<file path="config.mk">
export PLATFORM = sky130hd
export DESIGN_NAME = bmf_channel_fn
export DESIGN_NICKNAME = d
export VERILOG_FILES = /design/src/include/bmf_pkg.sv /design/src/include/bmf_timer_if.sv /design/src/core/bmf_sync.sv /design/src/core/bmf_timer.sv /design/src/core/bmf_channel_fn.sv
export VERILOG_INCLUDE_DIRS = /design/src /design/src/include
export SDC_FILE = /design/constraint.sdc
export NUM_CORES = 1
export LEC_CHECK = 0
export ABC_AREA = 1
export BUFFER_PORTS_ARGS = -buffer_cell sky130_fd_sc_hd__buf_4
export CAP_MARGIN = 20
export CORE_MARGIN = 5
export CORE_UTILIZATION = 50
export CTS_CLUSTER_DIAMETER = 50
export DETAILED_ROUTE_END_ITERATION = 6
export PLACE_DENSITY = 0.77
export SLEW_MARGIN = 40
export SYNTH_ARGS = -nofsm -noshare
export SYNTH_HDL_FRONTEND = slang
export SYNTH_SLANG_ARGS = --single-unit
</file>
<file path="constraint.sdc">
create_clock -name core_clk_i -period 2.09 [get_ports core_clk_i]
set_clock_uncertainty 0.05 [all_clocks]
set_input_delay 0.1045 -clock core_clk_i [delete_from_list [all_inputs] [get_ports core_clk_i]]
set_output_delay 0.1045 -clock core_clk_i [all_outputs]
set_load 0.02 [all_outputs]
</file>
<file path="src/include/bmf_defs.svh">
// Constants and behaviour notes for the block multiplexer channel function executor
// Notes on behaviour
// - Channel command clears Done, sets Busy; on completion clears Busy, sets Done.
// - Command byte is parameter bits 7..0; bits 15..8 are ignored.
// - Test I/O is all zeros with parity one; low bits select write, read, control.
// - Command byte goes out only during initial selection, never later.
// - Selection ends on ending, zero or error status; zero status opens data phase unless Test I/O or count zero.
// - Data transfer ends when count reaches zero with no chaining pending.
// - Data transfer also ends when unit answers with status-in instead of service-in.
// - Done waits until the sequence ends and memory traffic has completed.
// - Request-in read sets Busy; on request-in captures address, checks parity, sets Done.
// - Without request-in, Done sets while Busy stays set.
// - Asynchronous I/O sets Busy; present status-in is captured into the status register.
// - With stack status enabled, answer with command-out instead of service-out.
// - Asynchronous I/O ends by setting Done and clearing Busy.
// - Delay diagnostic sets Busy, waits ten microseconds, then sets Done.
// - Clear-interrupt-enable clears the enable only; Busy and Done untouched.
// - Enabled interrupt on Done, selected input tag, or chained segment completion.
// - Two address registers; read-address returns one chosen by bit 0, echoed in bit 0.
// - Read-address result bit 1 shows chaining for the returned register.
// - Read-address clears the pending chaining interrupt; allowed any time.
// - Odd parity checked on address, status, data inputs; generated on outputs.
// - Byte counter holds remaining bytes; reloads from next count when chaining.
`ifndef BMF_DEFS_SVH
`define BMF_DEFS_SVH

// Function codes
`define BMF_FN_CMD 4'h2
`define BMF_FN_REQ 4'h3
`define BMF_FN_ASYNC 4'h4
`define BMF_FN_DELAY 4'h5
`define BMF_FN_IE_CLR 4'h6
`define BMF_FN_IE_SET 4'h7
`define BMF_FN_RD_ADDR 4'h8

// Command byte encoding
`define BMF_CMD_TEST 8'h00
`define BMF_CMD_WR 2'h1
`define BMF_CMD_RD 2'h2
`define BMF_CMD_SENSE 4'h4
`define BMF_CMD_RDBK 4'hC

// Timing
`define BMF_CLK_NS 5
`define BMF_DELAY_NS 10000
`define BMF_REQ_WAIT_NS 1000
`define BMF_DELAY_CYC ((`BMF_DELAY_NS + `BMF_CLK_NS - 1) / `BMF_CLK_NS)
`define BMF_REQ_WAIT_CYC (`BMF_REQ_WAIT_NS / `BMF_CLK_NS)
`define BMF_TMR_W 12

// Widths and positions
`define BMF_SYNC_W 14
`define BMF_ONE_COUNT 16'h0001
`define BMF_ZERO_COUNT 16'h0000
`define BMF_ADDR_LSB 2
`define BMF_CHAIN_BIT 1

`endif

</file>
<file path="src/include/bmf_pkg.sv">
// Types and helpers shared by the channel function executor
package bmf_pkg;
  typedef enum logic [3:0] {
    BMF_S_IDLE = 4'h0,
    BMF_S_SEL = 4'h1,
    BMF_S_CMD = 4'h2,
    BMF_S_CSTAT = 4'h3,
    BMF_S_XFER = 4'h4,
    BMF_S_MEMR = 4'h5,
    BMF_S_MEMW = 4'h6,
    BMF_S_RESP = 4'h7,
    BMF_S_REQ = 4'h8,
    BMF_S_ASYNC = 4'h9,
    BMF_S_AHOLD = 4'hA,
    BMF_S_DELAY = 4'hB,
    BMF_S_END = 4'hC
  } bmf_state_t;

  // Odd parity bit for a byte
  function automatic logic bmf_odd_par(input logic [7:0] data);
    bmf_odd_par = ~(^data);
  endfunction
endpackage

</file>
<file path="src/include/bmf_timer_if.sv">
// Start and expiry handshake between executor and its timer
`timescale 1ns/1ps
interface bmf_timer_if;
  logic start;
  logic [11:0] load;
  logic expired;
  modport ctl(output start, output load, input expired);
  modport tmr(input start, input load, output expired);
endinterface

</file>
<file path="src/core/bmf_sync.sv">
// Two-stage synchroniser for asynchronous channel inputs
`timescale 1ns/1ps
module bmf_sync #(
  parameter int WIDTH = 14
) (
  // Clock and reset
  input wire logic core_clk_i,
  input wire logic rstn_i,
  // Data
  input wire logic [WIDTH-1:0] async_i,
  output logic [WIDTH-1:0] sync_o
);
  logic [WIDTH-1:0] meta_q;
  genvar gi;
  generate
    for (gi = 0; gi < WIDTH; gi++) begin : g_bit
      always_ff @(posedge core_clk_i or negedge rstn_i) begin
        if (!rstn_i) begin
          meta_q[gi] <= 1'b0;
          sync_o[gi] <= 1'b0;
        end else begin
          meta_q[gi] <= async_i[gi];
          sync_o[gi] <= meta_q[gi];
        end
      end
    end
  endgenerate
endmodule

</file>
<file path="src/core/bmf_timer.sv">
// One-shot down counter with expiry pulse
`timescale 1ns/1ps
module bmf_timer
  import bmf_pkg::*;
(
  // Clock and reset
  input wire logic core_clk_i,
  input wire logic rstn_i,
  // Control
  bmf_timer_if.tmr tif
);
  logic [11:0] cnt_q;
  logic run_q;
  logic exp_q;
  wire last_tick = run_q & (cnt_q == 12'h001);

  assign tif.expired = exp_q;

  always_ff @(posedge core_clk_i or negedge rstn_i) begin
    if (!rstn_i) begin
      cnt_q <= 12'h000;
      run_q <= 1'b0;
      exp_q <= 1'b0;
    end else begin
      exp_q <= last_tick & ~tif.start;
      if (tif.start) begin
        cnt_q <= tif.load;
        run_q <= 1'b1;
      end else if (run_q) begin
        cnt_q <= cnt_q - 12'h001;
        run_q <= ~last_tick;
      end
    end
  end
endmodule

</file>
<file path="src/core/bmf_channel_fn.sv">
// Per-channel function executor of a byte-wide block multiplexer channel
`timescale 1ns/1ps
`include "bmf_defs.svh"
module bmf_channel_fn
  import bmf_pkg::*;
(
  // Clock and reset
  input wire logic core_clk_i,
  input wire logic rstn_i,
  // Function port from the processor
  input wire logic fn_valid_i,
  input wire logic [3:0] fn_code_i,
  input wire logic [15:0] fn_param_i,
  output logic fn_ready_o,
  output logic [15:0] result_o,
  output logic result_valid_o,
  // Channel flags
  output logic busy_o,
  output logic done_o,
  output logic irq_o,
  output logic int_enable_o,
  output logic parity_err_o,
  output logic [7:0] status_o,
  output logic [7:0] req_addr_o,
  output logic [15:0] count_o,
  // Setup entries
  input wire logic lma_we_i,
  input wire logic [15:0] lma_i,
  input wire logic count_we_i,
  input wire logic [15:0] count_i,
  input wire logic next_count_we_i,
  input wire logic [15:0] next_count_i,
  input wire logic [7:0] dev_addr_i,
  input wire logic stack_status_i,
  input wire logic [4:0] irq_tag_sel_i,
  // Channel bus to the control unit
  output logic [7:0] bus_out_o,
  output logic bus_out_par_o,
  output logic addr_out_o,
  output logic cmd_out_o,
  output logic srv_out_o,
  input wire logic [7:0] bus_in_i,
  input wire logic bus_in_par_i,
  input wire logic op_in_i,
  input wire logic addr_in_i,
  input wire logic stat_in_i,
  input wire logic srv_in_i,
  input wire logic req_in_i,
  // Local memory port
  output logic mem_req_o,
  output logic mem_we_o,
  output logic [13:0] mem_addr_o,
  output logic [7:0] mem_wdata_o,
  input wire logic [7:0] mem_rdata_i,
  input wire logic mem_ack_i
);
  // ----------------------------------------
  // Input synchronisation
  // ----------------------------------------
  logic [13:0] sync_w;
  bmf_sync #(.WIDTH(`BMF_SYNC_W)) u_sync (
    .core_clk_i(core_clk_i),
    .rstn_i(rstn_i),
    .async_i({bus_in_par_i, bus_in_i, op_in_i, addr_in_i, stat_in_i, srv_in_i, req_in_i}),
    .sync_o(sync_w)
  );
  wire bus_par_s = sync_w[13];
  wire [7:0] bus_in_s = sync_w[12:5];
  wire [4:0] tags_s = sync_w[4:0];
  wire addr_in_s = sync_w[3];
  wire stat_in_s = sync_w[2];
  wire srv_in_s = sync_w[1];
  wire req_in_s = sync_w[0];

  // ----------------------------------------
  // Timer
  // ----------------------------------------
  bmf_timer_if tif();
  logic tmr_start_q;
  logic [11:0] tmr_load_q;
  assign tif.start = tmr_start_q;
  assign tif.load = tmr_load_q;
  bmf_timer u_timer (
    .core_clk_i(core_clk_i),
    .rstn_i(rstn_i),
    .tif(tif)
  );

  // ----------------------------------------
  // State
  // ----------------------------------------
  bmf_state_t state_q;
  logic idle_q;
  logic busy_q;
  logic done_q;
  logic int_en_q;
  logic irq_q;
  logic [7:0] cmd_q;
  logic [7:0] status_q;
  logic [7:0] req_addr_q;
  logic par_err_q;
  logic [7:0] bus_out_q;
  logic bus_par_q;
  logic addr_out_q;
  logic cmd_out_q;
  logic srv_out_q;
  logic mem_req_q;
  logic mem_we_q;
  logic [7:0] mem_wdata_q;
  logic [15:0] lma_q [2];
  logic cur_q;
  logic [15:0] count_q;
  logic [15:0] next_count_q;
  logic chain_irq_q;
  logic [15:0] result_q;
  logic result_vld_q;

  // ----------------------------------------
  // Decoding
  // ----------------------------------------
  wire take_fn = fn_valid_i & idle_q;
  wire is_cmd = fn_code_i == `BMF_FN_CMD;
  wire is_req = fn_code_i == `BMF_FN_REQ;
  wire is_async = fn_code_i == `BMF_FN_ASYNC;
  wire is_delay = fn_code_i == `BMF_FN_DELAY;
  // Busy-sequence functions wait for the idle state; the rest run any time
  // one at a time
  wire start_seq = take_fn & (is_cmd | is_req | is_async | is_delay);
  wire ie_clr = fn_valid_i & (fn_code_i == `BMF_FN_IE_CLR);
  wire ie_set = fn_valid_i & (fn_code_i == `BMF_FN_IE_SET);
  wire rd_addr = fn_valid_i & (fn_code_i == `BMF_FN_RD_ADDR);
  wire cmd_test = cmd_q == `BMF_CMD_TEST;
  wire cmd_rdbk = cmd_q[3:0] == `BMF_CMD_RDBK;
  wire cmd_inbound = (cmd_q[1:0] == `BMF_CMD_RD) | (cmd_q[3:0] == `BMF_CMD_SENSE) | cmd_rdbk;
  wire in_par_bad = bus_par_s != bmf_odd_par(bus_in_s);
  wire status_zero = status_q == 8'h00;
  wire last_byte = count_q == `BMF_ONE_COUNT;
  wire chain_on = lma_q[cur_q][`BMF_CHAIN_BIT];
  wire [13:0] cur_addr = lma_q[cur_q][15:`BMF_ADDR_LSB];
  wire [13:0] step_addr = cmd_rdbk ? cur_addr - 14'h0001 : cur_addr + 14'h0001;
  wire rd_sel = fn_param_i[0];
  wire [15:0] rd_word = {lma_q[rd_sel][15:`BMF_ADDR_LSB], lma_q[rd_sel][`BMF_CHAIN_BIT], rd_sel};
  wire tag_hit = |(tags_s & irq_tag_sel_i);
  wire seg_done = (state_q == BMF_S_RESP) & ~srv_in_s & last_byte & chain_on;

  // ----------------------------------------
  // Outputs
  // ----------------------------------------
  assign fn_ready_o = idle_q;
  assign result_o = result_q;
  assign result_valid_o = result_vld_q;
  assign busy_o = busy_q;
  assign done_o = done_q;
  assign irq_o = irq_q;
  assign int_enable_o = int_en_q;
  assign parity_err_o = par_err_q;
  assign status_o = status_q;
  assign req_addr_o = req_addr_q;
  assign count_o = count_q;
  assign bus_out_o = bus_out_q;
  assign bus_out_par_o = bus_par_q;
  assign addr_out_o = addr_out_q;
  assign cmd_out_o = cmd_out_q;
  assign srv_out_o = srv_out_q;
  assign mem_req_o = mem_req_q;
  assign mem_we_o = mem_we_q;
  assign mem_addr_o = cur_addr;
  assign mem_wdata_o = mem_wdata_q;

  // ----------------------------------------
  // Sequencer
  // ----------------------------------------
  always_ff @(posedge core_clk_i or negedge rstn_i) begin
    if (!rstn_i) begin
      state_q <= BMF_S_IDLE;
      busy_q <= 1'b0;
      done_q <= 1'b0;
      cmd_q <= 8'h00;
      status_q <= 8'h00;
      req_addr_q <= 8'h00;
      par_err_q <= 1'b0;
      bus_out_q <= 8'h00;
      addr_out_q <= 1'b0;
      cmd_out_q <= 1'b0;
      srv_out_q <= 1'b0;
      mem_req_q <= 1'b0;
      mem_we_q <= 1'b0;
      mem_wdata_q <= 8'h00;
      cur_q <= 1'b0;
      tmr_start_q <= 1'b0;
      tmr_load_q <= 12'h000;
    end else begin
      tmr_start_q <= 1'b0;
      case (state_q)
        BMF_S_IDLE: begin
          if (start_seq) begin
            done_q <= 1'b0;
            busy_q <= 1'b1;
            par_err_q <= 1'b0;
            if (is_cmd) begin
              cmd_q <= fn_param_i[7:0];
              cur_q <= 1'b0;
              bus_out_q <= dev_addr_i;
              addr_out_q <= 1'b1;
              state_q <= BMF_S_SEL;
            end else if (is_req) begin
              tmr_load_q <= `BMF_TMR_W'(`BMF_REQ_WAIT_CYC);
              tmr_start_q <= 1'b1;
              state_q <= BMF_S_REQ;
            end else if (is_async) begin
              state_q <= BMF_S_ASYNC;
            end else begin
              tmr_load_q <= `BMF_TMR_W'(`BMF_DELAY_CYC);
              tmr_start_q <= 1'b1;
              state_q <= BMF_S_DELAY;
            end
          end
        end
        BMF_S_SEL: begin
          if (addr_in_s) begin
            addr_out_q <= 1'b0;
            bus_out_q <= cmd_q;
            cmd_out_q <= 1'b1;
            state_q <= BMF_S_CMD;
          end
        end
        BMF_S_CMD: begin
          if (stat_in_s) begin
            cmd_out_q <= 1'b0;
            bus_out_q <= 8'h00;
            status_q <= bus_in_s;
            par_err_q <= par_err_q | in_par_bad;
            srv_out_q <= 1'b1;
            state_q <= BMF_S_CSTAT;
          end
        end
        BMF_S_CSTAT: begin
          if (!stat_in_s) begin
            srv_out_q <= 1'b0;
            if (status_zero && !cmd_test && count_q != `BMF_ZERO_COUNT) begin
              state_q <= BMF_S_XFER;
            end else begin
              state_q <= BMF_S_END;
            end
          end
        end
        BMF_S_XFER: begin
          if (stat_in_s) begin
            status_q <= bus_in_s;
            par_err_q <= par_err_q | in_par_bad;
            srv_out_q <= 1'b1;
            state_q <= BMF_S_AHOLD;
          end else if (srv_in_s) begin
            mem_req_q <= 1'b1;
            mem_we_q <= cmd_inbound;
            mem_wdata_q <= bus_in_s;
            if (cmd_inbound) begin
              par_err_q <= par_err_q | in_par_bad;
            end
            state_q <= cmd_inbound ? BMF_S_MEMW : BMF_S_MEMR;
          end
        end
        BMF_S_MEMR: begin
          if (mem_ack_i) begin
            mem_req_q <= 1'b0;
            bus_out_q <= mem_rdata_i;
            srv_out_q <= 1'b1;
            state_q <= BMF_S_RESP;
          end
        end
        BMF_S_MEMW: begin
          // answer only after memory has taken the byte
          if (mem_ack_i) begin
            mem_req_q <= 1'b0;
            mem_we_q <= 1'b0;
            srv_out_q <= 1'b1;
            state_q <= BMF_S_RESP;
          end
        end
        BMF_S_RESP: begin
          if (!srv_in_s) begin
            srv_out_q <= 1'b0;
            if (last_byte && chain_on) begin
              cur_q <= ~cur_q;
              state_q <= BMF_S_XFER;
            end else if (last_byte) begin
              state_q <= BMF_S_END;
            end else begin
              state_q <= BMF_S_XFER;
            end
          end
        end
        BMF_S_REQ: begin
          if (req_in_s) begin
            req_addr_q <= bus_in_s;
            par_err_q <= in_par_bad;
            state_q <= BMF_S_END;
          end else if (tif.expired) begin
            done_q <= 1'b1;
            state_q <= BMF_S_IDLE;
          end
        end
        BMF_S_ASYNC: begin
          if (stat_in_s) begin
            status_q <= bus_in_s;
            par_err_q <= in_par_bad;
            cmd_out_q <= stack_status_i;
            srv_out_q <= ~stack_status_i;
            state_q <= BMF_S_AHOLD;
          end else begin
            state_q <= BMF_S_END;
          end
        end
        BMF_S_AHOLD: begin
          if (!stat_in_s) begin
            cmd_out_q <= 1'b0;
            srv_out_q <= 1'b0;
            state_q <= BMF_S_END;
          end
        end
        BMF_S_DELAY: begin
          if (tif.expired) begin
            state_q <= BMF_S_END;
          end
        end
        BMF_S_END: begin
          busy_q <= 1'b0;
          done_q <= 1'b1;
          state_q <= BMF_S_IDLE;
        end
        default: begin
          state_q <= BMF_S_IDLE;
        end
      endcase
    end
  end

  // ----------------------------------------
  // Address, count and parity out
  // ----------------------------------------
  always_ff @(posedge core_clk_i or negedge rstn_i) begin
    if (!rstn_i) begin
      lma_q[0] <= 16'h0000;
      lma_q[1] <= 16'h0000;
      count_q <= 16'h0000;
      next_count_q <= 16'h0000;
      bus_par_q <= 1'b1;
    end else begin
      // parity on outputs follows the driven byte
      bus_par_q <= bmf_odd_par(bus_out_q);
      if (state_q == BMF_S_RESP && !srv_in_s) begin
        lma_q[cur_q][15:`BMF_ADDR_LSB] <= step_addr;
        count_q <= (last_byte && chain_on) ? next_count_q : count_q - `BMF_ONE_COUNT;
      end
      // Setup entries win; software must not reload mid-transfer
      if (lma_we_i) begin
        lma_q[lma_i[0]] <= lma_i;
      end
      if (count_we_i) begin
        count_q <= count_i;
      end
      if (next_count_we_i) begin
        next_count_q <= next_count_i;
      end
    end
  end

  // ----------------------------------------
  // Flags, readback and interrupt
  // ----------------------------------------
  always_ff @(posedge core_clk_i or negedge rstn_i) begin
    if (!rstn_i) begin
      idle_q <= 1'b1;
      int_en_q <= 1'b0;
      chain_irq_q <= 1'b0;
      result_q <= 16'h0000;
      result_vld_q <= 1'b0;
      irq_q <= 1'b0;
    end else begin
      idle_q <= (state_q == BMF_S_IDLE) ? ~start_seq : (state_q == BMF_S_END) |
                (state_q == BMF_S_REQ && !req_in_s && tif.expired);
      if (ie_clr) begin
        int_en_q <= 1'b0;
      end else if (ie_set) begin
        int_en_q <= 1'b1;
      end
      result_vld_q <= rd_addr;
      if (rd_addr) begin
        result_q <= rd_word;
      end
      // read-address clears, a new segment end still wins
      if (seg_done) begin
        chain_irq_q <= 1'b1;
      end else if (rd_addr) begin
        chain_irq_q <= 1'b0;
      end
      irq_q <= int_en_q & (done_q | tag_hit | chain_irq_q);
    end
  end
endmodule

</file>
* After elaboration in Yosys (flattened, before gate mapping)
Cells that the tools add are included.
** Cells by class
- Add/subtract/negate cells :: 4
- $lt $le $gt $ge :: 5
- Equality and inequality tests :: 49
- Mux-type cells :: 100
- Bitwise logic cells :: 34
- Reduce and logical (&&, ||, !) cells :: 52
** Operators with widths (count)
- two-way mux 16 bit :: 11
- bitwise mux 32 bit :: 2
- two-way mux 32 bit :: 2
- two-way mux 4 bit :: 16
- two-way mux 12 bit :: 4
- one-hot mux 4 bit (11 select lines) :: 1
- two-way mux 1 bit :: 42
- two-way mux 8 bit :: 5
- == test 4 x 3 -> 1 bit, second input constant :: 9
- demux 16 bit (select 1 bit) :: 2
- one-hot mux 8 bit (4 select lines) :: 1
- == test 4 bit, second input constant :: 7
- != test 2 bit, second input constant :: 12
- AND reduction 4 bit :: 5
- != test 2 x 1 -> 1 bit, second input constant :: 9
- nonzero test 2 bit :: 9
- == test 16 x 1 -> 1 bit, second input constant :: 1
- == test 4 x 2 -> 1 bit, second input constant :: 4
- logical NOT 8 bit :: 2
- nonzero test 16 bit :: 1
- XOR reduction 8 bit :: 2
- subtractor 16 x 1 -> 16 bit, second input constant :: 1
- adder 14 x 1 -> 14 bit, second input constant :: 1
- two-way mux 14 bit :: 1
- 36 further kinds :: 94
** Word-level totals
- Register bits :: 194
- Input port bits :: 111
- Output and inout bits :: 91
- Word-level logic and storage cells :: 303

* Longest topological paths before layout
Gate-level depths: netlist of the first run.
- Depth in word-level cells :: 10
- Gate-level depth with buffers :: 17

* Modules after synthesis
From an unflattened synthesis of the first run, not the netlist that was laid out.
** Second synthesis, totals
- Cell total of the unflattened synthesis :: 1248
- Area, all modules :: 9889.5 um2
** By module, submodules not included
- bmf_channel_fn :: instances 1, cells each 1101, area each 8266.7 um2
- bmf_timer :: instances 1, cells each 119, area each 922.1 um2
- bmf_sync :: instances 1, cells each 28, area each 700.7 um2

* Least setup slack after synthesis of the first run
OpenSTA, ideal clock, no wires.
- Path kind :: flip-flop to flip-flop
- From :: reg cur_q
- To :: reg lma_q[8] (netlist name)
- Arrival :: 2.201 ns
- Setup slack :: -0.281 ns
- Cell stages (with the launch flop) :: 12
- Buffers on the path :: 1
- Period minus slack after synthesis :: 2.371 ns
- Cell sequence :: dfrtp_1 buf_2 o21ai_0 ha_1 inv_1 nand2_1 nand2_1 nor2_1 nor2_1 xor2_1 o21ai_1 nand2_1
** Between the ends
- Longest elaborated chain between the ends :: 10
- Elaborated cells on any way between the ends :: 16
- Those cells by class :: 2 x add/sub; 2 x order compare; 10 x mux; 1 x bitwise; 1 x reduce/logical
** Ends and longest elaborated chain
- from (decl) :: line bmf_channel_fn.sv:111 : logic cur_q;
- from (signal assigned) :: line bmf_channel_fn.sv:284 : cur_q <= ~cur_q;
- inverter 1 -> 2 bit (not written as such) * :: line bmf_channel_fn.sv:139 : wire [13:0] cur_addr = lma_q[cur_q][15:`BMF_ADDR_LSB];
- two-way mux 16 bit (not written as such) * (3 in a row) :: line bmf_channel_fn.sv:139
- via mem_addr_o[0] :: line bmf_channel_fn.sv:52 : output logic [13:0] mem_addr_o,
- adder 14 x 1 -> 14 bit / subtractor 14 x 1 -> 14 bit (equally long branches) :: line bmf_channel_fn.sv:140 : wire [13:0] step_addr = cmd_rdbk ? cur_addr - 14'h0001 : cur_addr + 14'h0001;
- two-way mux 14 bit * :: line bmf_channel_fn.sv:140
- bitwise mux 32 bit * :: line bmf_channel_fn.sv:352 : lma_q[cur_q][15:`BMF_ADDR_LSB] <= step_addr;
- two-way mux 32 bit * :: line bmf_channel_fn.sv:351 : if (state_q == BMF_S_RESP && !srv_in_s) begin
- bitwise mux 32 bit :: line bmf_channel_fn.sv:357 : lma_q[lma_i[0]] <= lma_i;
- two-way mux 32 bit * :: line bmf_channel_fn.sv:356 : if (lma_we_i) begin
- to (signal, indexed assignment) :: line bmf_channel_fn.sv:352
- to (signal, indexed assignment) :: line bmf_channel_fn.sv:357
- to (decl) :: line bmf_channel_fn.sv:110 : logic [15:0] lma_q [2];
Mark *: on every way through the listed nets, which the timed path passes. The rest lies on a longest branch. The select of a mux whose other input is x is not followed.
A chain may end at the register's enable or synchronous reset.

* Worst setup path after layout of the first run
- From :: reg cur_q
- To :: reg lma_q[11] (netlist name)
** Between the ends
- Longest elaborated chain between the ends :: 10
- Elaborated cells on any way between the ends :: 16
- Those cells by class :: 2 x add/sub; 2 x order compare; 10 x mux; 1 x bitwise; 1 x reduce/logical
** Ends and longest elaborated chain (line)
- inverter 1 -> 2 bit * :: bmf_channel_fn.sv:139, bmf_channel_fn.sv:352
- two-way mux 16 bit (not written as such) (3 in a row) :: bmf_channel_fn.sv:139
- adder 14 x 1 -> 14 bit / subtractor 14 x 1 -> 14 bit (equally long branches) :: bmf_channel_fn.sv:140
- two-way mux 14 bit :: bmf_channel_fn.sv:140
- bitwise mux 32 bit * :: bmf_channel_fn.sv:352
- two-way mux 32 bit * :: bmf_channel_fn.sv:351
- bitwise mux 32 bit :: bmf_channel_fn.sv:357
- two-way mux 32 bit * :: bmf_channel_fn.sv:356
Mark *: on every way between the ends. The rest lies on a longest branch, timed or not. The select of a mux whose other input is x is not followed.

==> impl_summary.md, run 1 <==
Logic synthesis
The fraction of synthesized cell area taken by the top area cell type is 46.5%. The synthesized instance count is 1,275. For this run, asynchronously set or reset flops after synthesis account for 100%. By area, the combinational part of the netlist is dominated by simple AND/OR/NAND/NOR gates. The synthesized netlist devotes 15.2% of its cell area to compound gates. After synthesis the netlist holds a flip-flop and latch count of 183. The number of distinct standard cells referenced by the synthesized netlist is 47.

The area share of and/or/nand/nor cells after synthesis is 24.3%. The number of enable-type register cells in the synthesized netlist is 0. sky130_fd_sc_hd__dfrtp_1 takes more of the synthesized area than any other cell. The parity-gate share of the synthesized area counting xor and xnor cells is 2.97%. Counting every net in the synthesized netlist gives 1,395. The predominant post-synthesis flop cell is sky130_fd_sc_hd__dfrtp_1. After synthesis, the share of cell area in mux cells is 0.463%.

Summing the areas of all fa, ha and maj instances in the mapped netlist gives 1.16% of the synthesized area. Dividing the synthesized area by the synthesized cell count gives 7.63 sq um. By area the synthesized netlist is led by sky130_fd_sc_hd__dfrtp_1 47%, sky130_fd_sc_hd__nand2_1 13%, sky130_fd_sc_hd__inv_1 6.6%. The mapped netlist covers 9730 sq um. The synthesis warning total is 0. Sequential elements use 47.1% of the synthesized area.

STA
Timing would allow up to 435 MHz. The headroom to the max-slew limit is 55.9%. For the finished layout, the period the worst path requires is 2.30 ns. The number of setup violations in the final report is 18. The number of pins with negative max-slew slack in the final report is 0. For the pin with the worst max-slew slack, the measured transition is 0.658 ns.

The number of hold-slack violations in the final timing report is 0. Setup repair after global routing could not meet its margin everywhere. The final-layout worst hold slack is 0.0161 ns.

The final cycle utilization of the critical path is 110%. Adding up every negative setup slack in the final design gives -1.18 ns. The least setup slack across all paths after layout is -0.208 ns.

Critical path
Counting cells, the worst reg-to-reg path comes to 12. The kind of capture point of the worst setup path is a flop. Walking the worst path, the cells encountered are clkbuf_16 > o21ai_4 > ha_4 > inv_4 > o21bai_4 > nor2_4 > nand2_4 > nand2_2 > nand3_1 > nand2_2 > nand2_1 > a21oi_1. The largest individual stage delay along the critical path comes from the cell sky130_fd_sc_hd__dfrtp_2.

The worst setup path is of the flop to flop kind. Of all nets on the critical path, the largest fanout is 5. In this run the register-to-register setup slack is -0.21 ns.

The endpoint identified for the worst register-to-register timing path is lma_q[11]. The startpoint type of the worst setup path is a flop. The delay contributed by the slowest stage of the critical path is 0.51 ns. Counting both buffers and inverters, the worst setup path holds a total of 2. The kind of cell with the highest combined delay along the critical path is simple AND/OR/NAND/NOR gates. The worst register-to-register path begins at cur_q.

The critical path required time is 2.38 ns. STA puts the critical path data arrival time at 2.59 ns. The cell occurring most often along the worst timing path is sky130_fd_sc_hd__nand2_2.

Die
The initial core utilization is 50.3%. The floorplan step defined a die boundary enclosing 22,400 sq um. During I/O placement, the number of pins put on the boundary was 202. The floorplan has 51 rows. From bottom edge to top edge, the die measures 150 um. The area of the core is 19,300 sq um.

The chip width is 150 um.

Power and ir drop
Summed over all cells, the static leakage comes to 7.13 nW. In this run the power density over the cells is 1190 nW/um^2. The sum of internal, switching and leakage power is 17.1 mW. The power dissipated by switching net loads is 7.41 mW. Net switching is 43.2% of the power.

The cell-internal power is 9.74 mW. Per report_power, the combinational group accounts for 50.9% of the total. Per report_power, the clock group accounts for 19.2% of the total. The sequential share of power is 29.9%. The maximum resistive drop on vdd is 0.000865 V.

Clock tree
The number of clock buffers added by TritonCTS is 17. The later pin in the worst-skew pair is clocked with a latency of 0.44 ns. The clock drives 183 sinks. After clock tree synthesis, the clock-pin slew on the worst setup and hold paths is 0.08 ns. The longest clock path from root to sink contains 2 buffers. The H-tree was split into 4 levels. TritonCTS built the clock tree. The root buffer cell chosen for the clock tree is sky130_fd_sc_hd__clkbuf_16.

Final layout
The layout cell share with drive strength beyond 1 is 29.9%. The final non-filler cell area is 14,500 sq um. The area growth from synthesis to layout is 48.7%. After filler insertion, the fill cell instance count of the layout stands at 1,416. The number of nets in the finished design is 1,761.

Place
The number of buffers inserted by port buffering is 193. Before CTS, the worst setup slack after placement is -0.0843 ns. The final HPWL from detailed placement is 22,200 um. The standard cell area after detailed placement is 12,000 sq um. The congestion estimate from routability-driven global placement came to 0.945.

Routing
The detail route stage leaves a number of antenna-violating nets equal to 0. The total number of vias is 10.3k. Dividing the detail-routed via count by the number of cells gives 5.37. The final wirelength is 33,000 um.

The number of iterations in the first detailed-routing pass is 6. The DRC violations left is 0. For this block, the initial DRC count from the detailed router was 992. The detailed-route wire length per cell is 17.2 um.

Worst hold path
The type of the most critical hold path is input port to flop. The worst hold path begins at count_we_i. The cell count of the worst hold path is 3.

The hold-critical path endpoint is count_o[2].

Global route
The first-pass GRT wire length is 50,000 um. The remaining global-route overflow is 0. For this run, the total global-route usage over all layers was measured as 28.0%. The via count of the first global-routing pass is 9,841.

The pin count of the biggest net entering global routing is 58. The initial antenna violation count came to 1.

Run status
The checks that failed: negative setup slack. The flow ran to the end, but the final reports show violations.

Run
The count of max-cap constraint violations is 0.
## what timing repair did
action,4_1_cts,5_1_grt
buffers inserted,3,12
gates resized for setup,16,169
setup endpoints to repair,24,49
gates cloned,0,3
hold buffers,98,0
pin swaps,4,58
hold endpoints to repair,163,0
## Yosys cell counts (all sizes together), types with 2 or more instances
library cell    n
a22oi           5
xnor2          17
dfrtp         181
o21bai          2
o221ai         16
nand2         359
nor2          133
xor2           16
clkinv          3
o211ai         12
a31oi          17
o21a            3
nand4          13
or2             2
nand3          37
inv           178
ha              9
o21ai         117
o22ai           8
nor4            8
mux2            4
a21oi          72
dfstp           2
clkbuf         21
nor3           16
buf            16
## layout make-up
class                           count  area, sq um  share of cell area (%)
Tap cell                          265          332                    2.29
Multi-Input combinational cell    874         4930                    34.1
Sequential cell                   183         4590                    31.7
Timing Repair Buffer              384         3300                    22.8
Antenna cell                        1         2.50                  0.0173
Inverter                          181          694                    4.80
Clock inverter                     15          199                    1.37
Clock buffer                       17          425                    2.94
## tightest hold or removal path, stage by stage
cell	delay (ns)
sky130_fd_sc_hd__buf_4	0.18
sky130_fd_sc_hd__nor2_1	0.11
sky130_fd_sc_hd__o21ai_0	0.07
## worst max-delay path by stage
stage | startpoint | end | slack, ns | cells after the start
6_report | cur_q | lma_q[11] | -0.21 | 12
3_3_place_gp | cur_q | lma_q[12] | -0.01 | 12
4_1_cts | cur_q | lma_q[23] | -0.03 | 11
5_1_grt | cur_q | lma_q[11] | -0.26 | 14
3_5_place_dp | cmd_q[0] | lma_q[6] | -0.08 | 14
2_1_floorplan | cur_q | lma_q[15] | 0.02 | 15
## cell families after synthesis
logic type | count (synthesis)
AO/OA/AOI/OAI | 258
XOR/XNOR | 33
adder cells (fa/ha/maj) | 9
buffers and inverters | 218
flip-flops | 183
multiplexers | 4
AND/OR/NAND/NOR | 570
## power groups by stage
stage	clock, mW	combinational, mW	sequential [mW]
floorplan	0	3.78	5.55
global placement	0	7.09	5.08
detailed placement	0	7.21	5.11
CTS	3.31	7.58	5.06
global route	3.47	9.50	5.23
finish	3.29	8.73	5.13
## through the flow
| stage | std cells | util [%] |
|---|---|---|
| after detailed placement | 1771 | 61.9 |
| after CTS | 1904 | 70.7 |
| after global placement | 1771 | 61.9 |
| after global routing | 1920 | 74.8 |
| after floorplan | 1275 | - |
| final | 1920 | 74.8 |
## state kept, by name (all words and copies together) (netlist names), 3 cells and up
| name | cells |
|---|---|
| tif.load | 3 |
| req_addr_o | 8 |
| mem_wdata_o | 8 |
| bus_out_o | 8 |
| count_o | 16 |
| next_count_q | 16 |
| u_sync.meta_q | 14 |
| u_timer.cnt_q | 12 |
| u_sync.sync_o | 14 |
| status_o | 8 |
| result_o | 16 |
| cmd_q | 8 |
| state_q | 4 |
| lma_q | 30 |
## routing by layer
layer  wire [um]  GRT usage [%]  vias to the layer above
met4        1040           8.10                        0
met1       13500           37.0                     4922
met3        2220           4.85                       88
li1            -              -                     4860
met2       16200           47.7                      441
met5           0              0                        -
## layout by cell type, fill, tap and decap left out, drive strengths merged
| cell type | Yosys | final |
|---|---|---|
| a22o | 1 | 1 |
| clkbuf | 21 | 19 |
| o22ai | 8 | 8 |
| nor3 | 16 | 16 |
| and3 | 1 | 1 |
| dfstp | 2 | 2 |
| diode | 0 | 1 |
| o41ai | 1 | 1 |
| dfrtp | 181 | 181 |
| xor2 | 16 | 16 |
| nor2 | 133 | 133 |
| nand2 | 359 | 359 |
| clkinvlp | 0 | 2 |
| a31oi | 17 | 17 |
| xnor2 | 17 | 17 |
| a221oi | 1 | 1 |
| a21o | 1 | 1 |
| inv | 178 | 181 |
| a211oi | 1 | 1 |
| nor4 | 8 | 8 |
| dlygate4sd3 | 0 | 98 |
| o21a | 3 | 3 |
| nand3 | 37 | 37 |
| o21ai | 117 | 117 |
| o211ai | 12 | 12 |
| o311ai | 1 | 1 |
| buf | 16 | 284 |
| ha | 9 | 9 |
| o221ai | 16 | 16 |
| nand4 | 13 | 13 |
| clkinv | 3 | 13 |
| nor4b | 1 | 1 |
| mux2 | 4 | 4 |
| a21oi | 72 | 72 |
| a22oi | 5 | 5 |
| o21bai | 2 | 2 |
| or2 | 2 | 2 |
Note: power is estimated with default switching activity, not from simulation.
==> run 2, diff against run 1 <==
Settings changed: BUFFER_PORTS_ARGS -buffer_cell sky130_fd_sc_hd__buf_4 to default, CORE_UTILIZATION 50 to 57, DONT_BUFFER_PORTS from default to 1, PLACE_DENSITY 0.77 to 0.75.
==> impl_summary.md, run 2 (same netlist as run 1, synthesis figures left out) <==
Clock tree
The CTS tree is done. Counting the buffers created by CTS gives 17. For this design, the CTS-stage hold fixing added 98 buffers. In this run the clock root is driven by a sky130_fd_sc_hd__clkbuf_16. The worst-case clock buffer depth is 2. The total number of clock tree sinks is 183. The clock latency at the later pin of the worst-skew pair is 0.44 ns. Clock-pin slew was measured on the worst setup and hold paths at 0.07 ns. The H-tree was split into 4 levels.

Global route
The initial antenna violation count came to 0. Entering global routing, the biggest net connects 184 pins. Across every metal layer, demand over resource in global routing totals 29.4%. The first global-routing pass estimated 46,700 um of wire. Summed over all layers, the global routing overflow is 0. The via count of the first global-routing pass was 9,055.

Power and ir drop
The proportion of power drawn by combinational gates is 42.9%. The cell-internal power is 9.06 mW. The static leakage is 6.20 nW. The share of total power dissipated in the clock network is 21.3%. For this design the total switching power over the nets is 7.05 mW. The share of total power dissipated in sequential elements is 35.8%.

The sum of internal, switching and leakage power is 16.1 mW. Dividing total power by cell area gives a power density of 1250 nW/um^2. The worst-case IR drop observed on VDD is 0.000989 V. The switching portion of total power is 43.8%.

Die
The initial core utilization is 58.5%. The I/O pin count is 202. The region available for standard cell placement spans 16,600 sq um.

The standard-cell row count is 47. The chip width is 141 um. The die area is 19,800 sq um. In this run the vertical extent of the chip is 141 um.

Place
In this run the tool buffered the top-level ports with 0 buffer cells. Once placement finished, the instance area stood at 10,500 sq um. Before CTS, the worst setup slack after placement is -0.0821 ns. The global placement routability congestion is 0.944. Summed over all nets, the half-perimeter wirelength after detailed placement is 19,700 um. The placed cell count is 1,537.

STA
Setup violations remaining at the end of the flow were counted as 15. The worst pin sits at a relative slew slack of 57.2%. The final period demand of the worst path is 2.25 ns. The number of hold-slack violations in the final timing report is 183. The number of pins with negative max-slew slack in the final report is 0. Derived from the worst setup path, the maximum achievable clock frequency is 444 MHz.

In the finished design, the share of the clock period the worst path needs comes to 108%. Summed over all failing endpoints, the final setup total negative slack is -1.56 ns. For the pin with the worst max-slew slack, the measured transition is 0.640 ns.

Setup repair after global routing could not meet its margin everywhere. The least setup slack across all paths after layout is -0.161 ns. The final-layout worst hold slack is -0.698 ns.

Critical path
Of all nets on the critical path, the largest fanout is 6. The kind of capture point of the worst setup path is a flop. The worst setup path is of the flop to flop kind. At the worst endpoint, the required time is 2.37 ns. At the worst endpoint, the arrival time is 2.53 ns. The depth of the worst register-to-register path is 14. The startpoint type of the worst setup path is a flop.

Worst hold path
The type of the most critical hold path is input port to async pin.

Routing
Once detail routing completed, the nets flagged for antenna violations numbered 0. Detailed routing inserted a total of 9,550 vias. The final wirelength is 31,000 um. The routed via count divided by cell count is 5.66. For this block, the initial DRC count from the detailed router was 965. The first detailed-routing pass ran for 7 iterations. The detailed-route wire length per cell is 18.3 um. For this run, design rule violations remaining after detail routing come to 0.

Final layout
The core occupancy in the finished layout is 77.6%. Leaving out fill and tap cells, the most frequent cell in the layout is sky130_fd_sc_hd__nand2_1. The layout cell share with drive strength beyond 1 is 20.5%. The number of nets in the finished design is 1,574. The register ranked first by flip-flop count is lma_q. The area added between synthesis and finish is 32.7%. Summing all non-filler instances in the final layout gives an area of 12,900 sq um. The library cells used most frequently in the layout, excluding fill and tap cells, are 289 x sky130_fd_sc_hd__nand2_1, 179 x sky130_fd_sc_hd__dfrtp_1, 162 x sky130_fd_sc_hd__inv_1, 103 x sky130_fd_sc_hd__nor2_1, 97 x sky130_fd_sc_hd__dlygate4sd3_1. Fill cells in the final layout number 1,095. The number of standard cells in the final layout excluding fillers is 1,688. The number of flip-flops in the largest register is 30.

Run status
The final reports fail on negative hold slack, negative setup slack. The flow ran to the end, but the final reports show violations.

Run
The count of max-cap constraint violations is 0.
-- run 2: timing repair --
action                                  CTS  global route
gates cloned                              2             1
resized for setup                        19           163
buffers inserted                          2            15
pin swaps                                 7            57
endpoints found under the hold margin   298           183
endpoints found under the setup margin   19            50
-- run 2: final timing paths --
| check | slack (ns) | to | start |
|---|---|---|---|
| max | -0.16 | lma_q[9] | cur_q |
| min | -0.70 | bus_out_o[5] | rstn_i |
| max reg2reg | -0.16 | lma_q[9] | cur_q |
| min reg2reg | 0.30 | u_sync.sync_o[10] | u_sync.meta_q[10] |
| max in group asynchronous | 2.40 | count_o[2] | rstn_i |
| min in group core_clk_i | 0.02 | tif.start | fn_code_i[1] |
-- run 2: layout make-up --
class                      instances  area, sq um  area share (%)
multi-input combinational        874         4900            38.0
sequential                       183         4580            35.5
timing repair buffer             196         1810            14.0
inverter                         181          693            5.37
clock buffer                      19          453            3.51
tap                              220          275            2.13
clock inverter                    13          183            1.41
timing repair inverter             1         6.26          0.0484
antenna                            1         2.50          0.0194
-- run 2: power by group through the flow --
| stage | sequential [mW] | clock [mW] | combinational, mW |
|---|---|---|---|
| detailed placement | 5.76 | 0 | 5.31 |
| floorplan | 5.55 | 0 | 3.78 |
| CTS | 5.71 | 3.45 | 5.77 |
| finish | 5.76 | 3.44 | 6.91 |
| global route | 5.86 | 3.61 | 7.52 |
| global placement | 5.73 | 0 | 5.20 |
-- run 2: metal layers --
layer | vias up | track usage, % | wire (um)
met5 | - | 0 | 0
met4 | 0 | 10.3 | 1120
met3 | 105 | 7.28 | 2860
met2 | 530 | 47.3 | 14800
met1 | 4431 | 39.1 | 12200
li1 | 4484 | - | -
-- run 2: critical path, cell delays in order, from the launching register on --
cell,delay (ns)
sky130_fd_sc_hd__dfrtp_2,0.54
sky130_fd_sc_hd__clkinv_4,0.20
sky130_fd_sc_hd__nand2_2,0.14
sky130_fd_sc_hd__nand2_4,0.06
sky130_fd_sc_hd__nand2_2,0.07
sky130_fd_sc_hd__nand2_2,0.07
sky130_fd_sc_hd__buf_4,0.14
sky130_fd_sc_hd__nor2_4,0.12
sky130_fd_sc_hd__nand2_1,0.08
sky130_fd_sc_hd__nand2_2,0.11
sky130_fd_sc_hd__nand3_1,0.13
sky130_fd_sc_hd__nand3_1,0.13
sky130_fd_sc_hd__nand2_2,0.09
sky130_fd_sc_hd__o21ai_2,0.12
sky130_fd_sc_hd__nand2_1,0.07
